[config.mk]
export PLATFORM = sky130hd
export DESIGN_NAME = mdsp_port
export DESIGN_NICKNAME = d
export VERILOG_FILES = /design/src/mdsp_port.v
export VERILOG_INCLUDE_DIRS = /design/src
export SDC_FILE = /design/constraint.sdc
export NUM_CORES = 1
export LEC_CHECK = 0
export ABC_AREA = 0
export BUFFER_PORTS_ARGS = -buffer_cell sky130_fd_sc_hd__buf_2
export CAP_MARGIN = 20
export CORE_MARGIN = 2
export CORE_UTILIZATION = 54
export CTS_BUF_LIST = sky130_fd_sc_hd__clkbuf_8
export CTS_CLUSTER_DIAMETER = 80
export DETAILED_ROUTE_END_ITERATION = 10
export MAX_ROUTING_LAYER = met4
export PLACE_DENSITY = 0.88
export SLEW_MARGIN = 20
export SYNTH_ARGS = -nofsm -noshare
export SYNTH_HDL_FRONTEND = slang
export SYNTH_SLANG_ARGS = --single-unit
[constraint.sdc]
create_clock -name clk_sys_i -period 2.1 [get_ports clk_sys_i]
set_input_delay 0.315 -clock clk_sys_i [delete_from_list [all_inputs] [get_ports clk_sys_i]]
set_output_delay 0.315 -clock clk_sys_i [all_outputs]
set_load 0.02 [all_outputs]
[src/mdsp_defines.vh]
// Notes on behaviour
// - act only while select_low is low
// - sample data on rising clock, drive after falling
// - most significant bit first both directions
// - extra bits emerge 20 clocks later
// - select rise latches shift register as command (code latches only if 20 or more clocks came in the frame)
// - only last 20 bits count
// - reject input pulses shorter than 20ns
// - each command writes one of five registers
// - top bits 00,100,101,110,111 select register
// - coil sign and magnitude fields in SPI mode
// - interpolation, edge and resolution in step mode
// - chopper config field layout
// - current adaptation field layout
// - load detect field layout
// - driver config field layout
// - readback_select chooses response content
// - response 00: position high, flags low
// - current_scale zero after power-up
`ifndef MDSP_DEFINES_VH
`define MDSP_DEFINES_VH
`define MDSP_WORD_BITS    20
`define MDSP_CNT_BITS     5
`define MDSP_FILT_NS      20
`define MDSP_CLK_NS       40
`define MDSP_FILT_CYC     ((`MDSP_FILT_NS+`MDSP_CLK_NS-1)/`MDSP_CLK_NS)
`define MDSP_SEL2_DRV     2'b00
`define MDSP_SEL3_CHOP    3'b100
`define MDSP_SEL3_ADAPT   3'b101
`define MDSP_SEL3_LOAD    3'b110
`define MDSP_SEL3_DRIVER_CONFIG 3'b111
`define MDSP_REG_RESET    18'h00000
`define MDSP_DRV_A_SIGN   17
`define MDSP_DRV_A_MAG    16:9
`define MDSP_DRV_B_SIGN   8
`define MDSP_DRV_B_MAG    7:0
`define MDSP_DRV_INTERP   9
`define MDSP_DRV_BOTH_EDGE_STEP    8
`define MDSP_DRV_MICROSTEP_RESOLUTION     3:0
`define MDSP_CHP_BLANK    16:15
`define MDSP_CHP_MODE     14
`define MDSP_CHP_RND      13
`define MDSP_CHP_HYST_DECREMENT     12:11
`define MDSP_CHP_HYST_END     10:7
`define MDSP_CHP_HYST_START    6:4
`define MDSP_CHP_OFF_TIME     3:0
`define MDSP_ADP_IMIN     15
`define MDSP_ADP_DN       14:13
`define MDSP_ADP_MAX      11:8
`define MDSP_ADP_UP       6:5
`define MDSP_ADP_MIN      3:0
`define MDSP_LD_FILT      16
`define MDSP_LD_THR       14:8
`define MDSP_LD_CS        4:0
`define MDSP_DC_TEST      16
`define MDSP_DC_HIGH_SIDE_SLOPE      15:14
`define MDSP_DC_LOW_SIDE_SLOPE      13:12
`define MDSP_DC_DISS      10
`define MDSP_DC_SHORT_DETECT_DELAY      9:8
`define MDSP_DC_STEP_DIR_DISABLE     7
`define MDSP_DC_SENSE_RANGE    6
`define MDSP_DC_READBACK_SELECT     5:4
`define MDSP_RD_MSTEP     2'b00
`define MDSP_RD_LOAD      2'b01
`endif

[src/mdsp_port.v]
`include "mdsp_defines.vh"

module mdsp_port (
  input  wire        clk_sys_i,
  input  wire        rst_i,
  input  wire        sck_i,
  input  wire        sdi_i,
  input  wire        select_low_i,
  output reg         sdo_o,
  output wire        sdo_oe_n_o,
  input  wire [9:0]  mstep_pos_i,
  input  wire [9:0]  load_value_i,
  input  wire [4:0]  current_act_i,
  input  wire [7:0]  status_flags_i,
  output reg  [4:0]  write_strobe_o,
  output wire        coil_a_sign_o,
  output wire [7:0]  coil_a_magnitude_o,
  output wire        coil_b_sign_o,
  output wire [7:0]  coil_b_magnitude_o,
  output wire        interp_enable_o,
  output wire        both_edge_step_o,
  output wire [3:0]  microstep_resolution_o,
  output wire [1:0]  blank_time_o,
  output wire        chopper_mode_o,
  output wire        random_off_time_o,
  output wire [1:0]  hyst_decrement_o,
  output wire [3:0]  hyst_end_o,
  output wire [2:0]  hyst_start_o,
  output wire [3:0]  off_time_o,
  output wire        min_current_select_o,
  output wire [1:0]  decrement_rate_o,
  output wire [3:0]  upper_threshold_span_o,
  output wire [1:0]  increment_step_o,
  output wire [3:0]  lower_threshold_o,
  output wire        load_filter_enable_o,
  output wire [6:0]  load_threshold_o,
  output wire [4:0]  current_scale_o,
  output wire        test_mode_o,
  output wire [1:0]  high_side_slope_o,
  output wire [1:0]  low_side_slope_o,
  output wire        short_protect_disable_o,
  output wire [1:0]  short_detect_delay_o,
  output wire        step_dir_disable_o,
  output wire        sense_range_o,
  output wire [1:0]  readback_select_o
);

  parameter WORD_BITS = `MDSP_WORD_BITS;

  // ==========================================================
  // input synchronisers and glitch filter
  // ==========================================================
  // three stages per pin; a level counts once stages two and
  // three agree, so a pulse seen by one sample only is dropped
  reg [2:0] sck_s;
  reg [2:0] sdi_s;
  reg [2:0] sel_s;
  reg       sck_f;
  reg       sdi_f;
  reg       sel_f;
  reg       sck_d;
  reg       sel_d;

  always @(posedge clk_sys_i) begin
    if (rst_i) begin
      sck_s <= 3'h0;
      sdi_s <= 3'h0;
      sel_s <= 3'h7;
      sck_f <= 1'b0;
      sdi_f <= 1'b0;
      sel_f <= 1'b1;
      sck_d <= 1'b0;
      sel_d <= 1'b1;
    end else begin
      sck_s <= {sck_s[1:0], sck_i};
      sdi_s <= {sdi_s[1:0], sdi_i};
      sel_s <= {sel_s[1:0], select_low_i};
      if (sck_s[1] == sck_s[2])
        sck_f <= sck_s[2];
      if (sdi_s[1] == sdi_s[2])
        sdi_f <= sdi_s[2];
      if (sel_s[1] == sel_s[2])
        sel_f <= sel_s[2];
      sck_d <= sck_f;
      sel_d <= sel_f;
    end
  end

  wire sck_rise = sck_f & ~sck_d & ~sel_f;
  wire sck_fall = ~sck_f & sck_d & ~sel_f;
  wire sel_fall = ~sel_f & sel_d;
  wire sel_rise = sel_f & ~sel_d;

  // ==========================================================
  // registers
  // ==========================================================
  // only bits 17:0 are stored; for the three-bit selects bit 17 is an address bit
  reg [17:0] drive_control;
  reg [17:0] chopper_config;
  reg [17:0] current_adapt_config;
  reg [17:0] load_detect_config;
  reg [17:0] driver_config;

  // ==========================================================
  // status response
  // ==========================================================
  function [19:0] resp_word;
    input [1:0] rsel;
    input [9:0] mstep;
    input [9:0] load;
    input [4:0] act;
    input [7:0] flags;
    begin
      if (rsel == `MDSP_RD_MSTEP)
        resp_word = {mstep, 2'b00, flags};
      else if (rsel == `MDSP_RD_LOAD)
        resp_word = {load, 2'b00, flags};
      else
        resp_word = {load[9:5], act, 2'b00, flags};
    end
  endfunction

  wire [1:0] rsel = driver_config[`MDSP_DC_READBACK_SELECT];
  wire [19:0] resp_now = resp_word(rsel, mstep_pos_i, load_value_i,
                                   current_act_i, status_flags_i);

  // ==========================================================
  // shift register and transaction control
  // ==========================================================
  reg [WORD_BITS-1:0]     shift;
  reg [`MDSP_CNT_BITS-1:0] bit_cnt;

  always @(posedge clk_sys_i) begin
    if (rst_i) begin
      shift   <= {WORD_BITS{1'b0}};
      bit_cnt <= {`MDSP_CNT_BITS{1'b0}};
      sdo_o   <= 1'b0;
    end else if (sel_fall) begin
      // response loaded at frame start; the msb is out at once
      shift   <= resp_now;
      sdo_o   <= resp_now[19];
      bit_cnt <= {`MDSP_CNT_BITS{1'b0}};
    end else begin
      if (sck_rise) begin
        // older bits fall off the top: only the last 20 stay
        shift <= {shift[WORD_BITS-2:0], sdi_f};
        if (bit_cnt != WORD_BITS[`MDSP_CNT_BITS-1:0])
          bit_cnt <= bit_cnt + 5'h01;
      end
      if (sck_fall)
        sdo_o <= shift[WORD_BITS-1];
    end
  end

  assign sdo_oe_n_o = sel_f;

  // ==========================================================
  // command commit and register decode
  // ==========================================================
  // a short frame is dropped: a partial word would land in the
  // wrong register with stale high bits
  wire commit = sel_rise &
                (bit_cnt == WORD_BITS[`MDSP_CNT_BITS-1:0]);
  wire [2:0] top = shift[19:17];

  always @(posedge clk_sys_i) begin
    if (rst_i) begin
      drive_control        <= `MDSP_REG_RESET;
      chopper_config       <= `MDSP_REG_RESET;
      current_adapt_config <= `MDSP_REG_RESET;
      load_detect_config   <= `MDSP_REG_RESET;
      driver_config        <= `MDSP_REG_RESET;
      write_strobe_o       <= 5'h00;
    end else begin
      write_strobe_o <= 5'h00;
      if (commit) begin
        if (top[2:1] == `MDSP_SEL2_DRV) begin
          drive_control     <= shift[17:0];
          write_strobe_o[0] <= 1'b1;
        end else if (top == `MDSP_SEL3_CHOP) begin
          chopper_config    <= shift[17:0];
          write_strobe_o[1] <= 1'b1;
        end else if (top == `MDSP_SEL3_ADAPT) begin
          current_adapt_config <= shift[17:0];
          write_strobe_o[2]    <= 1'b1;
        end else if (top == `MDSP_SEL3_LOAD) begin
          load_detect_config <= shift[17:0];
          write_strobe_o[3]  <= 1'b1;
        end else begin
          driver_config     <= shift[17:0];
          write_strobe_o[4] <= 1'b1;
        end
      end
    end
  end

  // ==========================================================
  // field views
  // ==========================================================
  wire sdd = driver_config[`MDSP_DC_STEP_DIR_DISABLE];

  // coil fields only mean something in serial mode, step fields
  // only in step mode; the unused view reads as zero
  assign coil_a_sign_o      = sdd & drive_control[`MDSP_DRV_A_SIGN];
  assign coil_a_magnitude_o = {8{sdd}} & drive_control[`MDSP_DRV_A_MAG];
  assign coil_b_sign_o      = sdd & drive_control[`MDSP_DRV_B_SIGN];
  assign coil_b_magnitude_o = {8{sdd}} & drive_control[`MDSP_DRV_B_MAG];
  assign interp_enable_o    = ~sdd & drive_control[`MDSP_DRV_INTERP];
  assign both_edge_step_o   = ~sdd & drive_control[`MDSP_DRV_BOTH_EDGE_STEP];
  assign microstep_resolution_o =
    {4{~sdd}} & drive_control[`MDSP_DRV_MICROSTEP_RESOLUTION];

  assign blank_time_o      = chopper_config[`MDSP_CHP_BLANK];
  assign chopper_mode_o    = chopper_config[`MDSP_CHP_MODE];
  assign random_off_time_o = chopper_config[`MDSP_CHP_RND];
  assign hyst_decrement_o  = chopper_config[`MDSP_CHP_HYST_DECREMENT];
  assign hyst_end_o        = chopper_config[`MDSP_CHP_HYST_END];
  assign hyst_start_o      = chopper_config[`MDSP_CHP_HYST_START];
  assign off_time_o        = chopper_config[`MDSP_CHP_OFF_TIME];

  assign min_current_select_o =
    current_adapt_config[`MDSP_ADP_IMIN];
  assign decrement_rate_o = current_adapt_config[`MDSP_ADP_DN];
  assign upper_threshold_span_o =
    current_adapt_config[`MDSP_ADP_MAX];
  assign increment_step_o  = current_adapt_config[`MDSP_ADP_UP];
  assign lower_threshold_o = current_adapt_config[`MDSP_ADP_MIN];

  assign load_filter_enable_o = load_detect_config[`MDSP_LD_FILT];
  assign load_threshold_o     = load_detect_config[`MDSP_LD_THR];
  assign current_scale_o      = load_detect_config[`MDSP_LD_CS];

  assign test_mode_o          = driver_config[`MDSP_DC_TEST];
  assign high_side_slope_o    = driver_config[`MDSP_DC_HIGH_SIDE_SLOPE];
  assign low_side_slope_o     = driver_config[`MDSP_DC_LOW_SIDE_SLOPE];
  assign short_protect_disable_o = driver_config[`MDSP_DC_DISS];
  assign short_detect_delay_o = driver_config[`MDSP_DC_SHORT_DETECT_DELAY];
  assign step_dir_disable_o   = sdd;
  assign sense_range_o        = driver_config[`MDSP_DC_SENSE_RANGE];
  assign readback_select_o    = rsel;

endmodule

==> impl_metrics.py <==
metrics = {
    "cts": {
        "number_of_buffers_on_the_longest_clock_path": 2,
        "clkLatencyLatePin_ns": 0.42,
        "cts_resized": 0,
        "inserted_clock_buffers": 17,
        "cts_setup_buffers": 0,
        "clock_tree_from_tritoncts": "yes",
        "clk_root_buffer_cell": "clkbuf_8",
        "post_cts_hold_buffer_count": 0,
        "clock_sink_count": 118,
        "cts.htree.levels": 4,
        "worst_setup_hold_path_clk_slew_ns": 0.07,
    },
    "synth": {
        "fraction_of_the_yosys_area_taken_by_sequential_cells_pct": 49.75,
        "ys_top_cells_by_area": "dfxtp_1 (50%), mux2i_1 (9.1%), nand2_1 (5.2%)",
        "synth_top_family_by_area": "simple AND/OR/NAND/NOR gates",
        "synth_largest_area_cell": "dfxtp_1",
        "post_synth.cell_area_avg_um2": 9.365,
        "synth_compound_gate_area_share_pct": 12.67,
        "synth-async-reset-ratio_pct": 0,
        "postSynthCellCount": 507,
        "netlist_area_mm2": 0.004748,
        "synth_xor_area_share_pct": 0.5534,
        "post_synth_mux_area_share_pct": 9.065,
        "synthSimpleGateAreaFrac_pct": 23.03,
        "synth_edf_count": 0,
        "ys.warnings.count": 0,
        "synth_top_cell_area_share_pct": 49.75,
        "synth_adder_area_share_pct": 0.5270,
        "postSynth.topFlopCell": "dfxtp_1",
        "yosysUniqueCellTypes": 47,
        "ys_seq_elements": 118,
        "syn_nets": 547,
    },
    "finish": {
        "finish.utilization_pct": 67.60,
        "register_area_mm2": 0.002362,
        "finalNetCount": 674,
        "final_cell_area_mm2": 0.005838,
        "multiInputGateArea_mm2": 0.002178,
        "fill_count": 679,
        "syn2layout_area_growth_pct": 22.95,
        "drive_gt1_share_pct": 32.77,
        "layout.cells.most_common_list": "buf_2 (122), dfxtp_1 (118), nand2_1 (66)",
        "leading_cell_type_in_the_layout_fill_and_taps_excluded": "buf_2",
        "antenna_cells_inserted": 0,
    },
    "critical_path": {
        "crit_path_end_kind": "flop",
        "worst-path-max-fanout": 17,
        "start_kind": "flop",
        "cp_data_required_time_ns": 2.39,
        "cp_slowest_cell": "or3_2",
        "arrival_ns": 2.25,
        "crit_path_max_incr_delay_ns": 0.72,
        "critPathKind": "flop to flop",
        "path_cells": "or3b_1 -> or3_2 -> nand2_2 -> a21oi_1",
    },
    "placed_design": {
        "preCtsSetupSlack_ns": 0.09677,
        "place.gp.congestion": 0.8459,
        "port_buffers": 123,
        "post-dp-hpwl_um": 8434,
        "dpl_cell_area_mm2": 0.005459,
    },
    "min_path": {
        "worstHoldPathType": "primary input to flop",
    },
    "sta": {
        "grt_setup_unrepaired": "no",
        "report.final.setup_viol": 0,
        "layout_min_cycle_time_ns": 1.960,
        "timing.setup.tns_ns": 0,
        "fmaxAchievable_ghz": 0.5103,
        "timing.final.hold_violations": 0,
        "timing.final.ws_setup_ns": 0.1403,
        "relative_slew_margins_pct": 51.40,
        "worst_clock_skew_ns": 0.01009,
        "period_share_pct": 93.32,
        "timing_worst_slew_pin_value_ns": 0.7280,
        "slew_viol_final": 0,
    },
    "run": {
        "maxcap_violations": 0,
    },
    "die": {
        "die_width_um": 97.77,
        "number_of_core_rows": 34,
        "floorplan.io_pins": 124,
        "design.core.area_mm2": 0.008636,
        "die_area_mm2": 0.009559,
        "fp.dieH_um": 97.77,
        "initial_core_util_pct": 54.98,
    },
    "routing": {
        "drtIter0Drc": 258,
        "wirelength_um": 11820,
        "drt-wirelength-per-cell_um": 15.66,
        "post-route-drc-count": 0,
        "postRouteAntennaNets": 0,
        "vias": 4148,
        "drt_pass1_iterations": 5,
        "routed_vias_inst": 5.494,
    },
    "status": {
        "run_status": "completed",
    },
    "global_route": {
        "grt_overflow": 0,
        "largest_net_degree_at_the_start_of_global_routing": 40,
        "first_global_vias": 3871,
        "grt_first_pass_wirelength_um": 18710,
        "global_route.usage.total_pct": 25.31,
        "number_of_antenna_violations_at_the_first_check_in_global_routing": 0,
    },
    "pwr": {
        "total_leakage_power_nw": 2.487,
        "power_density_mw_per_mm2": 732.7,
        "worst_ir_drop_vdd_mv": 0.5239,
    },
}
[cells in the mapped netlist, types with 2 or more instances]
cell      count
a222oi_1      4
dfxtp_1     118
buf_2         5
or2_2         3
a211oi_1      5
ha_1          2
a22o_1        7
o21ai_0      12
xor2_1        2
buf_1         3
a21oi_2       9
a311oi_1      5
a22oi_1       2
buf_4         4
clkbuf_1     16
or2_1         3
and2_1       18
nand3_1       2
nor2b_1      21
inv_1         3
nand2b_1      4
mux2i_1      43
or3_1         3
nand2_1      66
nand2_2      20
buf_6         5
nor2_1       52
a21o_1        8
nor3_1        8
o21bai_1      2
nor3_4        4
a21oi_1      33
[final timing paths]
path | endpoint | slack (ns) | cells after the start | start
setup / recovery | chopper_config[15] | 0.14 | 4 | shift[18]
hold / removal | sel_s[0] | 0.08 | 2 | select_low_i
setup reg to reg | chopper_config[15] | 0.14 | 4 | shift[18]
hold reg to reg | sel_s[1] | 0.42 | 1 | sel_s[0]
[per-stage QoR]
step / cells / total power [mW] / hold WS, ns
6_report: 755 / 4.277 / 0.08386
5_1_grt: 755 / 4.405 / 0.06704
4_1_cts: 755 / 4.302 / 0.06351
3_5_place_dp: 723 / 2.400 / 0.4048
3_3_place_gp: 723 / 2.396 / 0.3930
2_1_floorplan: 507 / 2.348 / 0.3895
[logic make-up (layout without fill, tap and decap cells)]
group	Yosys count	count (layout)
buf+inv	37	177
compound gates	90	90
mux	43	43
simple gates	214	214
fa+ha+maj	2	2
xor+xnor	3	3
flops	118	118
[routing by layer]
metal | vias to the layer above | track usage [%] | share of wire, %
met1 | 1986 | 30.25 | 41
met3 | 18 | 6.156 | 7.2
met2 | 173 | 41.17 | 50
met4 | 0 | 10.47 | 1.5
met5 | - | - | 0
li1 | 1971 | - | -
[state kept, by name, indices dropped and copies added, names as in the netlist, 3 cells and up]
signal / count
chopper_config: 17
drive_control: 18
load_detect_config: 13
write_strobe_o: 5
current_adapt_config: 13
sck_s: 3
sdi_s: 3
bit_cnt: 5
driver_config: 12
sel_s: 3
shift: 20
[area by class of cell]
| class | instances | area share (%) |
|---|---|---|
| Sequential cell | 118 | 40.46 |
| Multi-Input combinational cell | 352 | 37.31 |
| Timing Repair Buffer | 142 | 13.24 |
| Clock buffer | 20 | 4.715 |
| Tap cell | 108 | 2.315 |
| Clock inverter | 12 | 1.757 |
| Inverter | 3 | 0.1929 |
[critical path: cells and delay by family, from the launching register on]
| kind | cells | cell delay, ns |
|---|---|---|
| and+or+nand+nor | 3 | 1.42 |
| DFF | 1 | 0.33 |
| AOI/OAI and AO/OA | 1 | 0.08 |
[report_power, final]
group / leakage (nW) / internal (mW) / total (mW) / switching [mW]
Combinational: 1.34 / 0.0415 / 0.100 / 0.0587
Clock: 0.193 / 1.02 / 1.93 / 0.902
Sequential: 0.952 / 2.25 / 2.25 / 0.00489
(Power assumes the default switching activity.)
